`config.mk`:
```
export PLATFORM = sky130hd
export DESIGN_NAME = lnb_fault_ctrl
export DESIGN_NICKNAME = d
export VERILOG_FILES = /design/src/lnb_pkg.sv /design/src/lnb_tone_det.sv /design/src/lnb_fault_ctrl.sv
export VERILOG_INCLUDE_DIRS = /design/src
export SDC_FILE = /design/constraint.sdc
export NUM_CORES = 1
export LEC_CHECK = 0
export BUFFER_PORTS_ARGS = -buffer_cell sky130_fd_sc_hd__buf_2
export CORE_MARGIN = 4
export CORE_UTILIZATION = 55
export CTS_CLUSTER_DIAMETER = 80
export DETAILED_ROUTE_END_ITERATION = 6
export PLACE_DENSITY = 0.78
export SYNTH_ARGS = -nofsm -noshare
export SYNTH_HDL_FRONTEND = slang
export SYNTH_SLANG_ARGS = --single-unit
```
`constraint.sdc`:
```
create_clock -name clock_i -period 2.49 [get_ports clock_i]
set_clock_uncertainty 0.1 [all_clocks]
set_input_delay 0.249 -clock clock_i [delete_from_list [all_inputs] [get_ports clock_i]]
set_output_delay 0.249 -clock clock_i [all_outputs]
set_load 0.05 [all_outputs]
```
`src/lnb_consts.svh`:
```
`ifndef LNB_CONSTS_SVH
`define LNB_CONSTS_SVH

// Clock rate in kHz (125 MHz)
`define LNB_CLK_KHZ          125000
// Tone frequency in kHz and boost-to-tone ratio
`define LNB_TONE_KHZ         22
`define LNB_BOOST_RATIO      16
// Boost clock half period in clock cycles (125000/(22*16*2), rounded down)
`define LNB_BOOST_HALF       ((`LNB_CLK_KHZ) / ((`LNB_TONE_KHZ) * (`LNB_BOOST_RATIO) * 2))
// Overcurrent disable time in ms and as clock cycles
`define LNB_OC_TIME_MS       45
`define LNB_OC_CYCLES        ((`LNB_OC_TIME_MS) * (`LNB_CLK_KHZ))
// Tone detection: edges per cycle window, detection in 1.5 cycles = 3 half cycles
`define LNB_DET_HALVES       3
// Detector period windows in clock cycles (half period bounds)
// Transmit window 20..24 kHz, receive window 17..27 kHz
`define LNB_XMT_HALF_MIN     ((`LNB_CLK_KHZ) / (24 * 2))
`define LNB_XMT_HALF_MAX     ((`LNB_CLK_KHZ) / (20 * 2))
`define LNB_RCV_HALF_MIN     ((`LNB_CLK_KHZ) / (27 * 2))
`define LNB_RCV_HALF_MAX     ((`LNB_CLK_KHZ) / (17 * 2))
// Pulse skipping thresholds in mV above target
`define LNB_SKIP_ENTER_MV    450
`define LNB_SKIP_EXIT_MV     200
// Constant low level for the open-drain data
`define LNB_ZERO1            1'b0

`endif

```
`src/lnb_pkg.sv`:
```
package lnb_pkg;

  // Overcurrent supervisor states, gray coded along the usual path
  typedef enum logic [1:0] {
    LNB_OFF      = 2'b00,
    LNB_RUN      = 2'b01,
    LNB_LIMIT    = 2'b11,
    LNB_TRIPPED  = 2'b10
  } lnb_oc_state_type;

  // Tone detector status carrier
  typedef struct packed {
    logic present;
    logic out_data;
    logic out_oe;
  } lnb_det_type;

  // Analog front-end status from comparators
  typedef struct packed {
    logic at_limit;
    logic back_driven;
    logic boost_over_skip;
    logic boost_below_exit;
  } lnb_sense_type;

endpackage : lnb_pkg

```
`src/lnb_tone_det.sv`:
```
`timescale 1ns/1ps
`include "lnb_consts.svh"

module lnb_tone_det #(
  parameter int CNT_W = 16    // Half period counter width
) (
  // Clock and reset
  input  wire logic               clock_i,
  input  wire logic               rst_i,
  // Mode and input
  input  wire logic               xmt_mode_i,
  input  wire logic               tone_in_i,
  // Result
  output lnb_pkg::lnb_det_type    det_o
);
  import lnb_pkg::*;

  initial begin
    if (CNT_W < 12) $error("CNT_W too small for detector windows");
  end

  // All detector state
  typedef struct packed {
    logic [CNT_W-1:0] half_cnt;   // Cycles since last edge
    logic [1:0]       good;       // Consecutive good half periods
    logic             prev;       // Previous input level
    lnb_det_type      det;        // Registered result
  } lnb_det_state_type;

  lnb_det_state_type st;
  lnb_det_state_type next_st;
  logic [CNT_W-1:0]  lo_lim;      // Window lower bound
  logic [CNT_W-1:0]  hi_lim;      // Window upper bound

  // Window selection by mode and next-state logic
  always_comb begin
    next_st = st;
    lo_lim  = xmt_mode_i ? CNT_W'(`LNB_XMT_HALF_MIN) : CNT_W'(`LNB_RCV_HALF_MIN);
    hi_lim  = xmt_mode_i ? CNT_W'(`LNB_XMT_HALF_MAX) : CNT_W'(`LNB_RCV_HALF_MAX);
    next_st.prev = tone_in_i;
    if (tone_in_i != st.prev) begin
      // Edge: qualify the half period just ended
      next_st.half_cnt = '0;
      if (st.half_cnt >= lo_lim && st.half_cnt <= hi_lim) begin
        if (st.good != 2'(`LNB_DET_HALVES)) begin
          next_st.good = st.good + 2'd1;
        end
      end else begin
        next_st.good = '0;
      end
    end else if (st.half_cnt > hi_lim) begin
      // Tone lost: stuck input
      next_st.good = '0;
    end else begin
      next_st.half_cnt = st.half_cnt + CNT_W'(1);
    end
    // Present after three good half periods, i.e. 1.5 cycles
    next_st.det.present  = (next_st.good == 2'(`LNB_DET_HALVES));
    // Open drain: pull low while recovered tone is low
    next_st.det.out_data = `LNB_ZERO1;
    next_st.det.out_oe   = next_st.det.present & ~tone_in_i;
  end

  // State register
  always_ff @(posedge clock_i) begin
    if (rst_i) begin
      st <= '0;
    end else begin
      st <= next_st;
    end
  end

  assign det_o = st.det;

endmodule : lnb_tone_det

```
`src/lnb_fault_ctrl.sv`:
```
`timescale 1ns/1ps
`include "lnb_consts.svh"

// Operation
// - Boost clock is sixteen times tone
// - Limit beyond 45 ms turns output off
// - Output stays off until host re-enables
// - Short beyond 45 ms sets overcurrent flag
// - Tolerate limit current up to 45 ms
// - Back-drive never latches off
// - Tone on output only while gate high
// - Recovered tone on open-drain output
// - Tone detected flag high while present
// - Detection within 1.5 tone cycles
// - Gate selects transmit or receive window
// - Gate selects pull-down strength
// - Pulse skipping with 450/200 mV hysteresis
// - Tone gate is a synchronised pin
module lnb_fault_ctrl #(
  parameter int OC_CYCLES = `LNB_OC_CYCLES,  // Overcurrent disable time in cycles
  parameter int OC_W      = 23,              // Timer width
  parameter int DIV_W     = 8                // Boost half period counter width
) (
  // Clock and reset
  input  wire logic                clock_i,
  input  wire logic                rst_i,
  // Host control pins
  input  wire logic                output_enable_i,
  input  wire logic                tone_gate_input_i,
  // Analog comparator inputs
  input  wire lnb_pkg::lnb_sense_type sense_i,
  // Tone detector input pin
  input  wire logic                tone_detect_i,
  // Power stage controls
  output logic                     boost_clk_o,
  output logic                     boost_skip_o,
  output logic                     tone_out_o,
  output logic                     output_on_o,
  output logic                     pulldown_high_o,
  output logic                     det_xmt_mode_o,
  // Status
  output logic                     overcurrent_flag_o,
  output logic                     tone_detected_flag_o,
  // Open drain tone output
  output logic                     tone_det_out_o,
  output logic                     tone_det_oe_o
);
  import lnb_pkg::*;

  initial begin
    if (OC_CYCLES < 1 || OC_CYCLES >= (1 << OC_W)) $error("OC_W cannot hold OC_CYCLES");
    if (`LNB_BOOST_HALF >= (1 << DIV_W)) $error("DIV_W too small for boost divider");
  end

  // All state of the block
  typedef struct packed {
    logic [1:0]        gate_sync;   // Tone gate synchroniser
    logic [1:0]        en_sync;     // Enable synchroniser
    logic [1:0]        det_sync;    // Tone input synchroniser
    logic [3:0]        sense_s1;    // Comparator first stage
    lnb_sense_type     sense;       // Comparator second stage
    logic              en_prev;     // Enable of last cycle, for edge
    logic [DIV_W-1:0]  div_cnt;     // Boost half period counter
    logic              boost_clk;   // Boost switching clock
    logic [3:0]        tone_div;    // Boost to tone divider
    logic              skip;        // Pulse skipping active
    lnb_oc_state_type  oc_state;    // Supervisor state
    logic [OC_W-1:0]   oc_cnt;      // Overcurrent timer
    logic              oc_flag;     // Overcurrent flag
    logic              out_on;      // Output stage on
    logic              tone_out;    // Gated tone
    logic              pd_high;     // Pull-down strength select
    logic              tone_detected_flag;        // Tone detected flag
    logic              td_oe;       // Open-drain enable
    logic              td_data;     // Open-drain data level
  } lnb_state_type;

  lnb_state_type st;
  lnb_state_type next_st;
  lnb_det_type   det;              // Detector result
  logic          gate;             // Synchronised tone gate
  logic          en;               // Synchronised enable
  logic          en_rise;          // Host re-enable event

  assign gate    = st.gate_sync[1];
  assign en      = st.en_sync[1];
  assign en_rise = en & ~st.en_prev;

  // Tone detector on synchronised input, mode from tone gate
  lnb_tone_det #(
    .CNT_W (16)
  ) u_det (
    .clock_i    (clock_i),
    .rst_i      (rst_i),
    .xmt_mode_i (gate),
    .tone_in_i  (st.det_sync[1]),
    .det_o      (det)
  );

  // Next-state logic
  always_comb begin
    next_st = st;
    // Pin synchronisers, two flops each
    next_st.gate_sync = {st.gate_sync[0], tone_gate_input_i};
    next_st.en_sync   = {st.en_sync[0], output_enable_i};
    next_st.det_sync  = {st.det_sync[0], tone_detect_i};
    next_st.sense_s1  = sense_i;
    next_st.sense     = st.sense_s1;
    next_st.en_prev   = en;

    // Common divider: boost clock, then tone at one sixteenth
    if (st.div_cnt == DIV_W'(`LNB_BOOST_HALF - 1)) begin
      next_st.div_cnt   = '0;
      next_st.boost_clk = ~st.boost_clk;
      if (st.boost_clk) begin
        // Full boost period: advance tone divider
        next_st.tone_div = st.tone_div + 4'd1;
      end
    end else begin
      next_st.div_cnt = st.div_cnt + DIV_W'(1);
    end

    // Pulse skipping hysteresis from comparators
    if (st.sense.boost_over_skip) begin
      next_st.skip = 1'b1;
    end else if (st.sense.boost_below_exit) begin
      next_st.skip = 1'b0;
    end

    // Overcurrent supervisor
    case (st.oc_state)
      LNB_OFF: begin
        next_st.oc_cnt = '0;
        next_st.out_on = 1'b0;
        if (en) begin
          next_st.oc_state = LNB_RUN;
          next_st.out_on   = 1'b1;
        end
      end
      LNB_RUN: begin
        next_st.oc_cnt = '0;
        if (!en) begin
          next_st.oc_state = LNB_OFF;
          next_st.out_on   = 1'b0;
        end else if (st.sense.at_limit && !st.sense.back_driven) begin
          // Back-drive is not a current limit and never starts the timer
          next_st.oc_state = LNB_LIMIT;
          next_st.oc_cnt   = OC_W'(1);
        end
      end
      LNB_LIMIT: begin
        if (!en) begin
          next_st.oc_state = LNB_OFF;
          next_st.out_on   = 1'b0;
        end else if (!st.sense.at_limit || st.sense.back_driven) begin
          // Current fell below limit or output back-driven: restart timer
          next_st.oc_state = LNB_RUN;
          next_st.oc_cnt   = '0;
        end else if (st.oc_cnt >= OC_W'(OC_CYCLES)) begin
          // Limit held beyond the disable time
          next_st.oc_state = LNB_TRIPPED;
          next_st.out_on   = 1'b0;
          next_st.oc_flag  = 1'b1;
        end else begin
          // Start-up in-rush tolerated while counting
          next_st.oc_cnt = st.oc_cnt + OC_W'(1);
        end
      end
      LNB_TRIPPED: begin
        // Latched off until host re-enables
        next_st.out_on = 1'b0;
        if (en_rise) begin
          next_st.oc_state = LNB_RUN;
          next_st.out_on   = 1'b1;
          next_st.oc_flag  = 1'b0;
          next_st.oc_cnt   = '0;
        end
      end
      default: begin
        next_st.oc_state = LNB_OFF;
      end
    endcase

    // Tone gating and pull-down strength
    next_st.tone_out = gate & st.tone_div[3] & next_st.out_on;
    next_st.pd_high  = gate;

    // Detector status
    next_st.tone_detected_flag  = det.present;
    next_st.td_oe   = det.out_oe;
    next_st.td_data = det.out_data;
  end

  // State register
  always_ff @(posedge clock_i) begin
    if (rst_i) begin
      st <= '0;
    end else begin
      st <= next_st;
    end
  end

  // Outputs straight from flops
  assign boost_clk_o          = st.boost_clk;
  assign boost_skip_o         = st.skip;
  assign tone_out_o           = st.tone_out;
  assign output_on_o          = st.out_on;
  assign pulldown_high_o      = st.pd_high;
  assign det_xmt_mode_o       = st.gate_sync[1];
  assign overcurrent_flag_o   = st.oc_flag;
  assign tone_detected_flag_o = st.tone_detected_flag;
  assign tone_det_out_o       = st.td_data;
  assign tone_det_oe_o        = st.td_oe;

endmodule : lnb_fault_ctrl

```
==> results of run 1 <==
stage by stage:
step / total power, mW / util [%]
after floorplan: 1.44 / -
after global placement: 1.46 / 60.5
after detailed placement: 1.47 / 60.5
after CTS: 2.43 / 63.7
after global routing: 2.51 / 64.4
final: 2.41 / 64.4
kinds of logic after synthesis:
logic type      share of synthesized area, %
other cells                            0.101
fa+ha+maj                               5.08
flops                                   43.9
buf+inv                                 3.69
xor+xnor                                3.79
mux                                    0.305
compound gates                          15.8
simple gates                            27.4
worst max-delay path: cells and delay by family (launching register included):
family,cells,cell delay [ps]
adders and majority gates,1,300
and+or+nand+nor,3,1000
AOI/OAI and AO/OA,3,490
DFF,1,400
buffers and inverters,1,70
power by group through the flow:
| stage | clock (mW) | sequential (mW) | combinational [mW] |
|---|---|---|---|
| 2_1_floorplan | 0 | 1.37 | 0.0686 |
| 3_3_place_gp | 0 | 1.36 | 0.0968 |
| 3_5_place_dp | 0 | 1.37 | 0.0994 |
| 4_1_cts | 0.994 | 1.34 | 0.0997 |
| 5_1_grt | 1.05 | 1.34 | 0.115 |
| 6_report | 0.972 | 1.34 | 0.101 |
final cells by class:
cell class	count	area, sq um
multi-input combinational	304	1950
sequential	81	1630
clock buffer	11	153
timing repair buffer	32	198
tap	77	96.3
fill	540	2280
inverter	16	60.1
clock inverter	4	51.3
layer usage:
metal / track usage, % / wire length [microns] / part of all wire [%]
met1: 23.6 / 3380 / 47
met3: 3.92 / 276 / 3.8
met4: 8.55 / 151 / 2.1
met5: 0 / 0 / 0
met2: 29.3 / 3380 / 47
repair_timing:
action | in CTS | in global routing
gates resized for setup | 0 | 4
setup endpoints to repair | 0 | 9
buffers inserted | 0 | 4
state kept, by name, indices dropped and copies added (netlist names):
signal / count
overcurrent_flag_o: 1
en: 1
boost_skip_o: 1
next_st: 7
tone_detected_flag_o: 1
tone_out_o: 1
output_on_o: 1
boost_clk_o: 1
u_det.det_o: 2
det_xmt_mode_o: 1
st: 43
tone_det_oe_o: 1
pulldown_high_o: 1
u_det.st: 19
worst paths after layout:
kind,endpoint,cells past startpoint,startpoint,slack [ps]
worst max-delay path,u_det.st[16]$_SDFFE_PP0N_,8,det_xmt_mode_o$_SDFF_PP0_,50
worst min-delay path,next_st[48]$_SDFF_PP0_,2,sense_i[1],20
worst max register to register,u_det.st[16]$_SDFFE_PP0N_,8,det_xmt_mode_o$_SDFF_PP0_,50
worst min register to register,boost_skip_o$_SDFFE_PP0P_,2,st[48]$_SDFF_PP0_,340
cell usage after synthesis, drive strengths merged, types with 2 or more instances:
| master | instances | area share (%) |
|---|---|---|
| buf | 4 | 0.91 |
| nand2b | 3 | 0.51 |
| and3 | 6 | 1.0 |
| o31ai | 5 | 1.0 |
| a21oi | 31 | 4.2 |
| nand3 | 21 | 2.8 |
| nor3 | 8 | 1.2 |
| and2 | 5 | 0.88 |
| or2 | 4 | 0.68 |
| o2111ai | 2 | 0.64 |
| or4 | 7 | 1.4 |
| nor2 | 36 | 3.7 |
| ha | 15 | 5.1 |
| and4 | 3 | 0.74 |
| o21a | 4 | 0.81 |
| nor2b | 20 | 3.4 |
| o21ai | 26 | 3.6 |
| dfxtp | 81 | 44 |
| nand4 | 9 | 1.5 |
| nor3b | 2 | 0.41 |
| xnor2 | 5 | 1.2 |
| a211oi | 2 | 0.74 |
| nand2 | 29 | 2.9 |
| a21o | 4 | 0.85 |
| a211o | 2 | 0.47 |
| or3 | 16 | 2.7 |
| nor4 | 7 | 1.8 |
| inv | 15 | 1.5 |
| clkbuf | 9 | 0.91 |
| xor2 | 11 | 2.6 |
| o211ai | 5 | 1.0 |
==> flow_metrics.tcl, run 1 <==
set metrics [dict create \
    power.clock.fraction_pct 40.4 \
    syn_area_per_cell_sq_um 8.91 \
    pre_cts_slack_ps 64.4 \
    drt_iter0_drc 131 \
    synth_flop_cell "dfxtp_1" \
    gp_congestion 0.879 \
    post_dp_cell_area_sq_mm 0.00389 \
    worst_ep_arrival_time_ps 2610 \
    antenna_left 0 \
    io_buffers 17 \
    crit_path_top_delay_cell "or4_1" \
    worst_ir_drop_vdd_v 0.000660 \
    cp-start-kind "flip-flop" \
    syn_to_final_growth_pct 11.9 \
    fin_area_sq_mm 0.00414 \
    hold_viol 0 \
    hpwl_microns 5040 \
    holdBufCountCts 0 \
    drc 0 \
    cts_sinks 81 \
    yosysSeqAreaShare_pct 43.9 \
    synth_nets 439 \
    async_flop_share_pct 0 \
    max_stage_delay_ps 550 \
    hold_slack_ps 22.5 \
    die_height_microns 90.0 \
    clk_pin_slew_ps 80 \
    relSlewSlack_pct 60.5 \
    start_util_pct 57.5 \
    pin_count 19 \
    maxSlewViolCount 0 \
    fin_ws_ps 54.4 \
    grt_pass1_vias 2861 \
    diodes 0 \
    tightest_slew_ps 593 \
    synth-edff-count 0 \
    antenna_found_initial 0 \
    via_per_inst 5.69 \
    p_leak_nw 1.53 \
    clock_path_buffers 2 \
    final.period_utilization_pct 97.8 \
    wl_per_cell_microns 13.7 \
    drive_gt1_share_pct 15.0 \
    cp_cell_sequence "inv_2, ha_1, nand4b_1, nor3_4, a41o_1, o21ai_4, or4_1, a21oi_1" \
    layout_commonest_cell "dfxtp_1" \
    critical_path_class "reg -> reg" \
    ys_seq_elements 81 \
    cts_buffers 9 \
    dieArea_sq_mm 0.00810 \
    clock_latency_ps 340 \
    num_rows 29 \
    status "complete, no violations" \
    required_ps 2660 \
    setup_tns_ps 0 \
    netlist_area_sq_mm 0.00370 \
    htreeDepth 3 \
    finalNonFillerCells 525 \
    grt_max_degree 29 \
    hold_path.class "in -> reg" \
    place_inst 506 \
    num_vias 2986 \
    power_density_mw_per_mm2 582 \
    grt_remaining_overflow 0 \
    synth_cell_type_count 62 \
    setup_viol 0 \
    yosysWarnings 0 \
    power_frac_comb_pct 4.2 \
    grt_pass1_wl_microns 12500 \
    totalWireLength_microns 7190 \
    cp-end-kind "flip-flop" \
    clock-root-buffer "clkbuf_8" \
    crit_fanout 8 \
    p_switching_uw 531 \
    p_int_mw 1.88 \
    cap_violations 0 \
    power_switching_share_pct 22.1 \
    firstDrtPassIters 4 \
    die_w_microns 90.0 \
    post-route-min-period_ps 2440 \
    syn_inst 415 \
    seqPwrFrac_pct 55.4 \
    core_area_sq_mm 0.00642 \
    grt_use_total_pct 18.3 \
    cts_tree "built" \
    layout_common_cells "80 x dfxtp_1, 35 x nor2_1, 31 x a21oi_1" \
    fmax_ghz 0.411 \
    final_nets 468 \
]
Power figures use the tool's default switching activity.
==> run 2: changes to the inputs <==
--- a/config.mk
+++ b/config.mk
@@ -8,10 +8,10 @@
 export LEC_CHECK = 0
 export BUFFER_PORTS_ARGS = -buffer_cell sky130_fd_sc_hd__buf_2
 export CORE_MARGIN = 4
-export CORE_UTILIZATION = 55
+export CORE_UTILIZATION = 60
 export CTS_CLUSTER_DIAMETER = 80
 export DETAILED_ROUTE_END_ITERATION = 6
-export PLACE_DENSITY = 0.78
+export PLACE_DENSITY = 0.8
 export SYNTH_ARGS = -nofsm -noshare
 export SYNTH_HDL_FRONTEND = slang
 export SYNTH_SLANG_ARGS = --single-unit
==> constraint.sdc (replaced) <==
create_clock -name clock_i -period 2.4 [get_ports clock_i]
set_clock_uncertainty 0.1 [all_clocks]
set_input_delay 0.24 -clock clock_i [delete_from_list [all_inputs] [get_ports clock_i]]
set_output_delay 0.24 -clock clock_i [all_outputs]
set_load 0.05 [all_outputs]
==> flow_metrics.tcl, run 2 (synthesized netlist as in run 1, its figures left out) <==
set metrics [dict create \
    crit_path_top_delay_cell "or4_1" \
    totalWireLength_microns 7750 \
    clk_pin_slew_ps 90 \
    power.clock.fraction_pct 43.0 \
    cp_cell_sequence "ha_1, nand4b_1, nor3_4, buf_6, a211oi_4, o21ai_4, or4_1, a21oi_1" \
    num_vias 3129 \
    cts_sinks 81 \
    cp-end-kind "flip-flop" \
    firstDrtPassIters 4 \
    final.period_utilization_pct 97.9 \
    top_usage_layer "met2" \
    drc 0 \
    dieArea_sq_mm 0.00748 \
    seqPwrFrac_pct 52.4 \
    drive_gt1_share_pct 17.6 \
    grt_use_met2_pct 36.5 \
    num-fill-cells 472 \
    cap_violations 0 \
    p_leak_nw 1.61 \
    regMostFlops "st" \
    tightest_slew_ps 552 \
    die_w_microns 86.5 \
    p_int_mw 2.02 \
    crit_fanout 8 \
    cts_tree "built" \
    power_density_mw_per_mm2 613 \
    hpwl_microns 5220 \
    diodes 0 \
    seq_area_sq_mm 0.00163 \
    power_frac_comb_pct 4.6 \
    cp-start-kind "flip-flop" \
    worst_ep_arrival_time_ps 2530 \
    crit_family "simple AND/OR/NAND/NOR gates" \
    grt_remaining_overflow 0 \
    pin_count 19 \
    met3_usage_pct 4.28 \
    setup_tns_ps 0 \
    maxSlewViolCount 0 \
    drt_iter0_drc 245 \
    clock-root-buffer "clkbuf_8" \
    wl_per_cell_microns 14.5 \
    p_switching_uw 619 \
    critPathLaunch "det_xmt_mode_o$_SDFF_PP0_" \
    post_dp_cell_area_sq_mm 0.00394 \
    clock_latency_ps 340 \
    antenna_left 0 \
    io_buffers 17 \
    htreeDepth 3 \
    layout_commonest_cell "dfxtp_1" \
    start_util_pct 62.1 \
    grt_pass1_wl_microns 13100 \
    max_stage_delay_ps 540 \
    fin_area_sq_mm 0.00431 \
    grtUsageMet1_pct 28.1 \
    status "complete, no violations" \
    syn_to_final_growth_pct 16.7 \
    antenna_found_initial 0 \
    grt_max_degree 24 \
    clock_path_buffers 2 \
    grt_pass1_vias 2908 \
    cts_buffers 9 \
    relSlewSlack_pct 63.1 \
    multi_input_area_sq_mm 0.00199 \
    hold_start "tone_gate_input_i" \
    power_switching_share_pct 23.4 \
    hold_viol 0 \
    path_buf_inv 1 \
    r2r-start "det_xmt_mode_o$_SDFF_PP0_" \
    required_ps 2580 \
    rsz0062_at_grt "no" \
    fmax_ghz 0.426 \
    gp_congestion 0.959 \
    grt_use_total_pct 21.9 \
    hold_path.class "in -> reg" \
    critical_path_class "reg -> reg" \
    largest_reg_flops 43 \
    layout_common_cells "78 x dfxtp_1, 35 x nor2_1, 30 x a21oi_1" \
    final_nets 480 \
    worst_ir_drop_vdd_v 0.000699 \
    setup_viol 0 \
    post-route-min-period_ps 2350 \
    core_area_sq_mm 0.00596 \
    die_height_microns 86.5 \
    num_rows 28 \
    via_per_inst 5.84 \
]
[run 2: changes by cell type in the layout (fill, tap and decap cells not counted), sizes merged]
cell         previous run  this run
bufinv                  1         2
clkinvlp                1         0
clkbuf                 11         9
buf                    32        39
inv                    15        18
dlygate4sd3             0         5
[run 2: power by group through the flow]
| stage | Clock (mW) | Combinational, mW | Sequential (mW) |
|---|---|---|---|
| floorplan | 0 | 0.0713 | 1.42 |
| CTS | 1.16 | 0.116 | 1.38 |
| global route | 1.21 | 0.134 | 1.39 |
| finish | 1.14 | 0.120 | 1.39 |
| detailed placement | 0 | 0.108 | 1.42 |
| global placement | 0 | 0.103 | 1.41 |
[run 2: repair_timing]
| action | in CTS | in global routing |
|---|---|---|
| setup endpoints to repair | 0 | 10 |
| hold buffers | 5 | 0 |
| endpoints found under the hold margin | 5 | 0 |
| buffers inserted | 0 | 4 |
| resized for setup | 0 | 12 |
[run 2: worst register-to-register path, cell delays in order (launching register included)]
cell	delay, ps
dfxtp_4	390
ha_1	350
nand4b_1	160
nor3_4	70
buf_6	140
a211oi_4	300
o21ai_4	130
or4_1	540
a21oi_1	120
[run 2: worst paths after layout]
check | cells past startpoint | slack [ps] | end
worst max register to register | 8 | 50 | u_det.st[16]$_SDFFE_PP0N_
worst max-delay path | 8 | 50 | u_det.st[16]$_SDFFE_PP0N_
worst min-delay path | 2 | 20 | next_st[60]$_SDFF_PP0_
worst min register to register | 1 | 340 | en$_SDFF_PP0_
[run 2: area by class of cell]
| type | count | area share, % |
|---|---|---|
| clock buffers | 9 | 2.87 |
| clock inverters | 7 | 2.52 |
| inverters | 16 | 1.51 |
| multi-input cells | 304 | 46.1 |
| flip-flops and latches | 81 | 37.7 |
| well taps | 75 | 2.18 |
| repair buffers | 44 | 7.13 |
[run 2: stage by stage]
step	hold slack, ps	utilization, %	setup slack, ps	cells	total power, mW
floorplan	268	-	15.1	415	1.49
global placement	317	66.2	97.8	511	1.52
finish	17.3	72.4	51.1	536	2.64
global route	11.2	72.4	2.27	536	2.74
CTS	6.45	70.9	23.3	532	2.66
detailed placement	322	66.2	56.6	511	1.52
[run 2: metal layers]
metal	wire length, microns	share of wire, %	vias up
li1	-	-	1565
met1	3400	44	1472
met2	3910	50	82
met3	357	4.6	10
met4	87	1.1	0
met5	0	0	-
==> run 3: changes to the inputs <==
--- a/config.mk
+++ b/config.mk
@@ -8,10 +8,12 @@
 export LEC_CHECK = 0
 export BUFFER_PORTS_ARGS = -buffer_cell sky130_fd_sc_hd__buf_2
 export CORE_MARGIN = 4
-export CORE_UTILIZATION = 60
+export CORE_UTILIZATION = 35
 export CTS_CLUSTER_DIAMETER = 80
 export DETAILED_ROUTE_END_ITERATION = 6
-export PLACE_DENSITY = 0.8
+export PLACE_DENSITY = 0.52
+export SETUP_SLACK_MARGIN = 0.15
 export SYNTH_ARGS = -nofsm -noshare
 export SYNTH_HDL_FRONTEND = slang
+export SYNTH_HIERARCHICAL = 1
 export SYNTH_SLANG_ARGS = --single-unit
==> flow_metrics.tcl, run 3 <==
set metrics [dict create \
    hold_path.class "in -> reg" \
    hold_viol 0 \
    rr_endpoint "u_det/st[17]$_SDFFE_PP0N_" \
    totalWireLength_microns 8960 \
    layout_common_cells "79 x dfxtp_1, 42 x nand2_1, 35 x a21oi_1" \
    synthAdderAreaFrac_pct 4.64 \
    dieArea_sq_mm 0.0133 \
    layout_commonest_cell "dfxtp_1" \
    setup_viol 0 \
    tightest_slew_ps 878 \
    synth.top_cells.by_count "82 x dfxtp_1, 42 x nand2_1, 35 x a21oi_1" \
    p_int_mw 2.17 \
    num_vias 3354 \
    synthMuxAreaShare_pct 1.73 \
    syn_area_per_cell_sq_um 8.94 \
    start_util_pct 36.5 \
    r2r-start "det_xmt_mode_o$_SDFF_PP0_" \
    holdPathStages 2 \
    grt_pass1_vias 3331 \
    drc 0 \
    synth_flop_cell "dfxtp_1" \
    core_area_sq_mm 0.0111 \
    cts_tree "built" \
    required_ps 2560 \
    die_w_microns 115 \
    firstDrtPassIters 4 \
    clk_pin_slew_ps 60 \
    reg2reg_slack_ps 160 \
    htreeDepth 3 \
    netlist_area_sq_mm 0.00404 \
    hold_start "sense_i[0]" \
    crit_fanout 7 \
    antenna_found_initial 0 \
    fmax_ghz 0.447 \
    worst_ep_arrival_time_ps 2400 \
    power_density_mw_per_mm2 593 \
    power.clock.fraction_pct 45.0 \
    critical_path_class "reg -> reg" \
    grt_max_degree 30 \
    synth-simple-area-share_pct 28.4 \
    die_height_microns 115 \
    synth-edff-count 0 \
    cp-start-kind "flip-flop" \
    syn_to_final_growth_pct 16.7 \
    drt_iter0_drc 124 \
    wl_per_cell_microns 14.2 \
    power_switching_share_pct 22.5 \
    diodes 0 \
    power_frac_comb_pct 4.7 \
    p_leak_nw 1.78 \
    status "complete, no violations" \
    cp-end-kind "flip-flop" \
    synth_top_family_by_area "simple AND/OR/NAND/NOR gates" \
    final_core_util_pct 42.6 \
    gp_congestion 0.886 \
    clock_path_buffers 2 \
    seqPwrFrac_pct 50.3 \
    io_buffers 18 \
    cts_buffers 9 \
    synth.area.top_cells "dfxtp_1 41%, ha_1 4.6%, a21oi_1 4.3%" \
    grt_remaining_overflow 0 \
    grt_use_total_pct 14.6 \
    largest_reg_flops 43 \
    synth_cell_type_count 65 \
    post-route-min-period_ps 2240 \
    hpwl_microns 6100 \
    clock-root-buffer "clkbuf_16" \
    via_per_inst 5.32 \
    synth_nets 476 \
    regMostFlops "st" \
    synth_most_common_cell "dfxtp_1" \
    maxSlewViolCount 0 \
    cts_sinks 82 \
    grt_pass1_wl_microns 15500 \
    min_delay_worst_endpoint "next_st[47]$_SDFF_PP0_" \
    r2r_cells 5 \
    synth_compound_area_share_pct 17.1 \
    p_switching_uw 630 \
    yosysWarnings 6 \
    async_flop_share_pct 0 \
    yosysSeqAreaShare_pct 40.6 \
    drive_gt1_share_pct 18.9 \
    cap_violations 0 \
    relSlewSlack_pct 41.3 \
    ys_seq_elements 82 \
    setup_tns_ps 0 \
    final_nets 510 \
    final.period_utilization_pct 93.2 \
    num_rows 38 \
    rsz0062_at_grt "yes" \
    synthXorXnorAreaFrac_pct 2.38 \
    pin_count 19 \
    antenna_left 0 \
    clock_latency_ps 330 \
    synth_area_leader_cell "dfxtp_1" \
    netlist.area_leader.share_pct 40.6 \
    syn_inst 452 \
    worst_ir_drop_vdd_v 0.000355 \
]
-- run 3: cell count changes in the layout (fill, tap and decap cells not counted), moves of 7 or more --
cell,change
nand2_1,+13
nor2_1,-10
mux2i_1,+7
nand3_1,+9
clkbuf_16,+10
clkbuf_8,-8
-- run 3: worst max-delay path, stage by stage (launching register included) --
cell and delay, ps:
dfxtp_4 380, ha_1 310, a311o_1 390, a311o_4 400, a2111oi_4 370, mux2i_1 210
-- run 3: area by class of cell --
class,instances,area [sq um]
timing repair buffer,42,298
clock buffer,12,246
multi-input combinational,335,2260
tap,140,175
sequential,82,1650
clock inverter,4,27.5
fill,1139,6360
inverter,16,65.1
-- run 3: logic make-up after synthesis --
| logic type | Yosys count |
|---|---|
| xor+xnor | 11 |
| compound gates | 100 |
| simple gates | 200 |
| mux | 7 |
| fa+ha+maj | 15 |
| other cells | 1 |
| flops | 82 |
| buf+inv | 36 |
-- run 3: metal layers --
metal  share of wire (%)  global-route usage, %  wire (microns)
met1                  48                   19.2            4310
met4                 2.5                   7.67             228
met3                 3.2                   3.13             289
met2                  46                   22.5            4130
met5                   0                      0               0
-- run 3: stage by stage --
step | cells | hold slack (ps) | setup WS, ps | power [mW] | cell area, sq um
after floorplan | 452 | 268 | 172 | 1.53 | 4050
after global placement | 603 | 316 | 160 | 1.56 | 4270
after detailed placement | 603 | 324 | 124 | 1.56 | 4270
after CTS | 623 | 0.339 | 144 | 2.85 | 4600
after global routing | 631 | 24.1 | 71.5 | 2.94 | 4720
final | 631 | 11.2 | 163 | 2.80 | 4720
-- run 3: repair_timing --
item,4_1_cts,5_1_grt
hold buffers,1,0
gates cloned,1,1
resized for setup,1,12
pin swaps,3,4
endpoints found under the hold margin,1,0
setup endpoints to repair,1,22
setup buffers,2,7
-- run 3: power groups by stage --
stage                     sequential [mW]  combinational [mW]  clock (mW)
final                                1.41               0.132        1.26
after CTS                            1.41               0.131        1.31
after detailed placement             1.44               0.128           0
after floorplan                      1.44              0.0868           0
after global routing                 1.41               0.152        1.38
after global placement               1.44               0.126           0
-- run 3: how the worst max path moves through the flow --
stage          slack (ps)                       from                   endpoint  cells past startpoint
2_1_floorplan         170  det_xmt_mode_o$_SDFF_PP0_  u_det/st[15]$_SDFFE_PP0N_                      7
3_3_place_gp          160   u_det/st[6]$_SDFFE_PP0N_  u_det/st[17]$_SDFFE_PP0N_                      7
3_5_place_dp          120   u_det/st[6]$_SDFFE_PP0N_  u_det/st[17]$_SDFFE_PP0N_                      7
4_1_cts               140  det_xmt_mode_o$_SDFF_PP0_  u_det/st[17]$_SDFFE_PP0N_                      6
5_1_grt                70  det_xmt_mode_o$_SDFF_PP0_  u_det/st[15]$_SDFFE_PP0N_                      6
6_report              160  det_xmt_mode_o$_SDFF_PP0_  u_det/st[17]$_SDFFE_PP0N_                      5
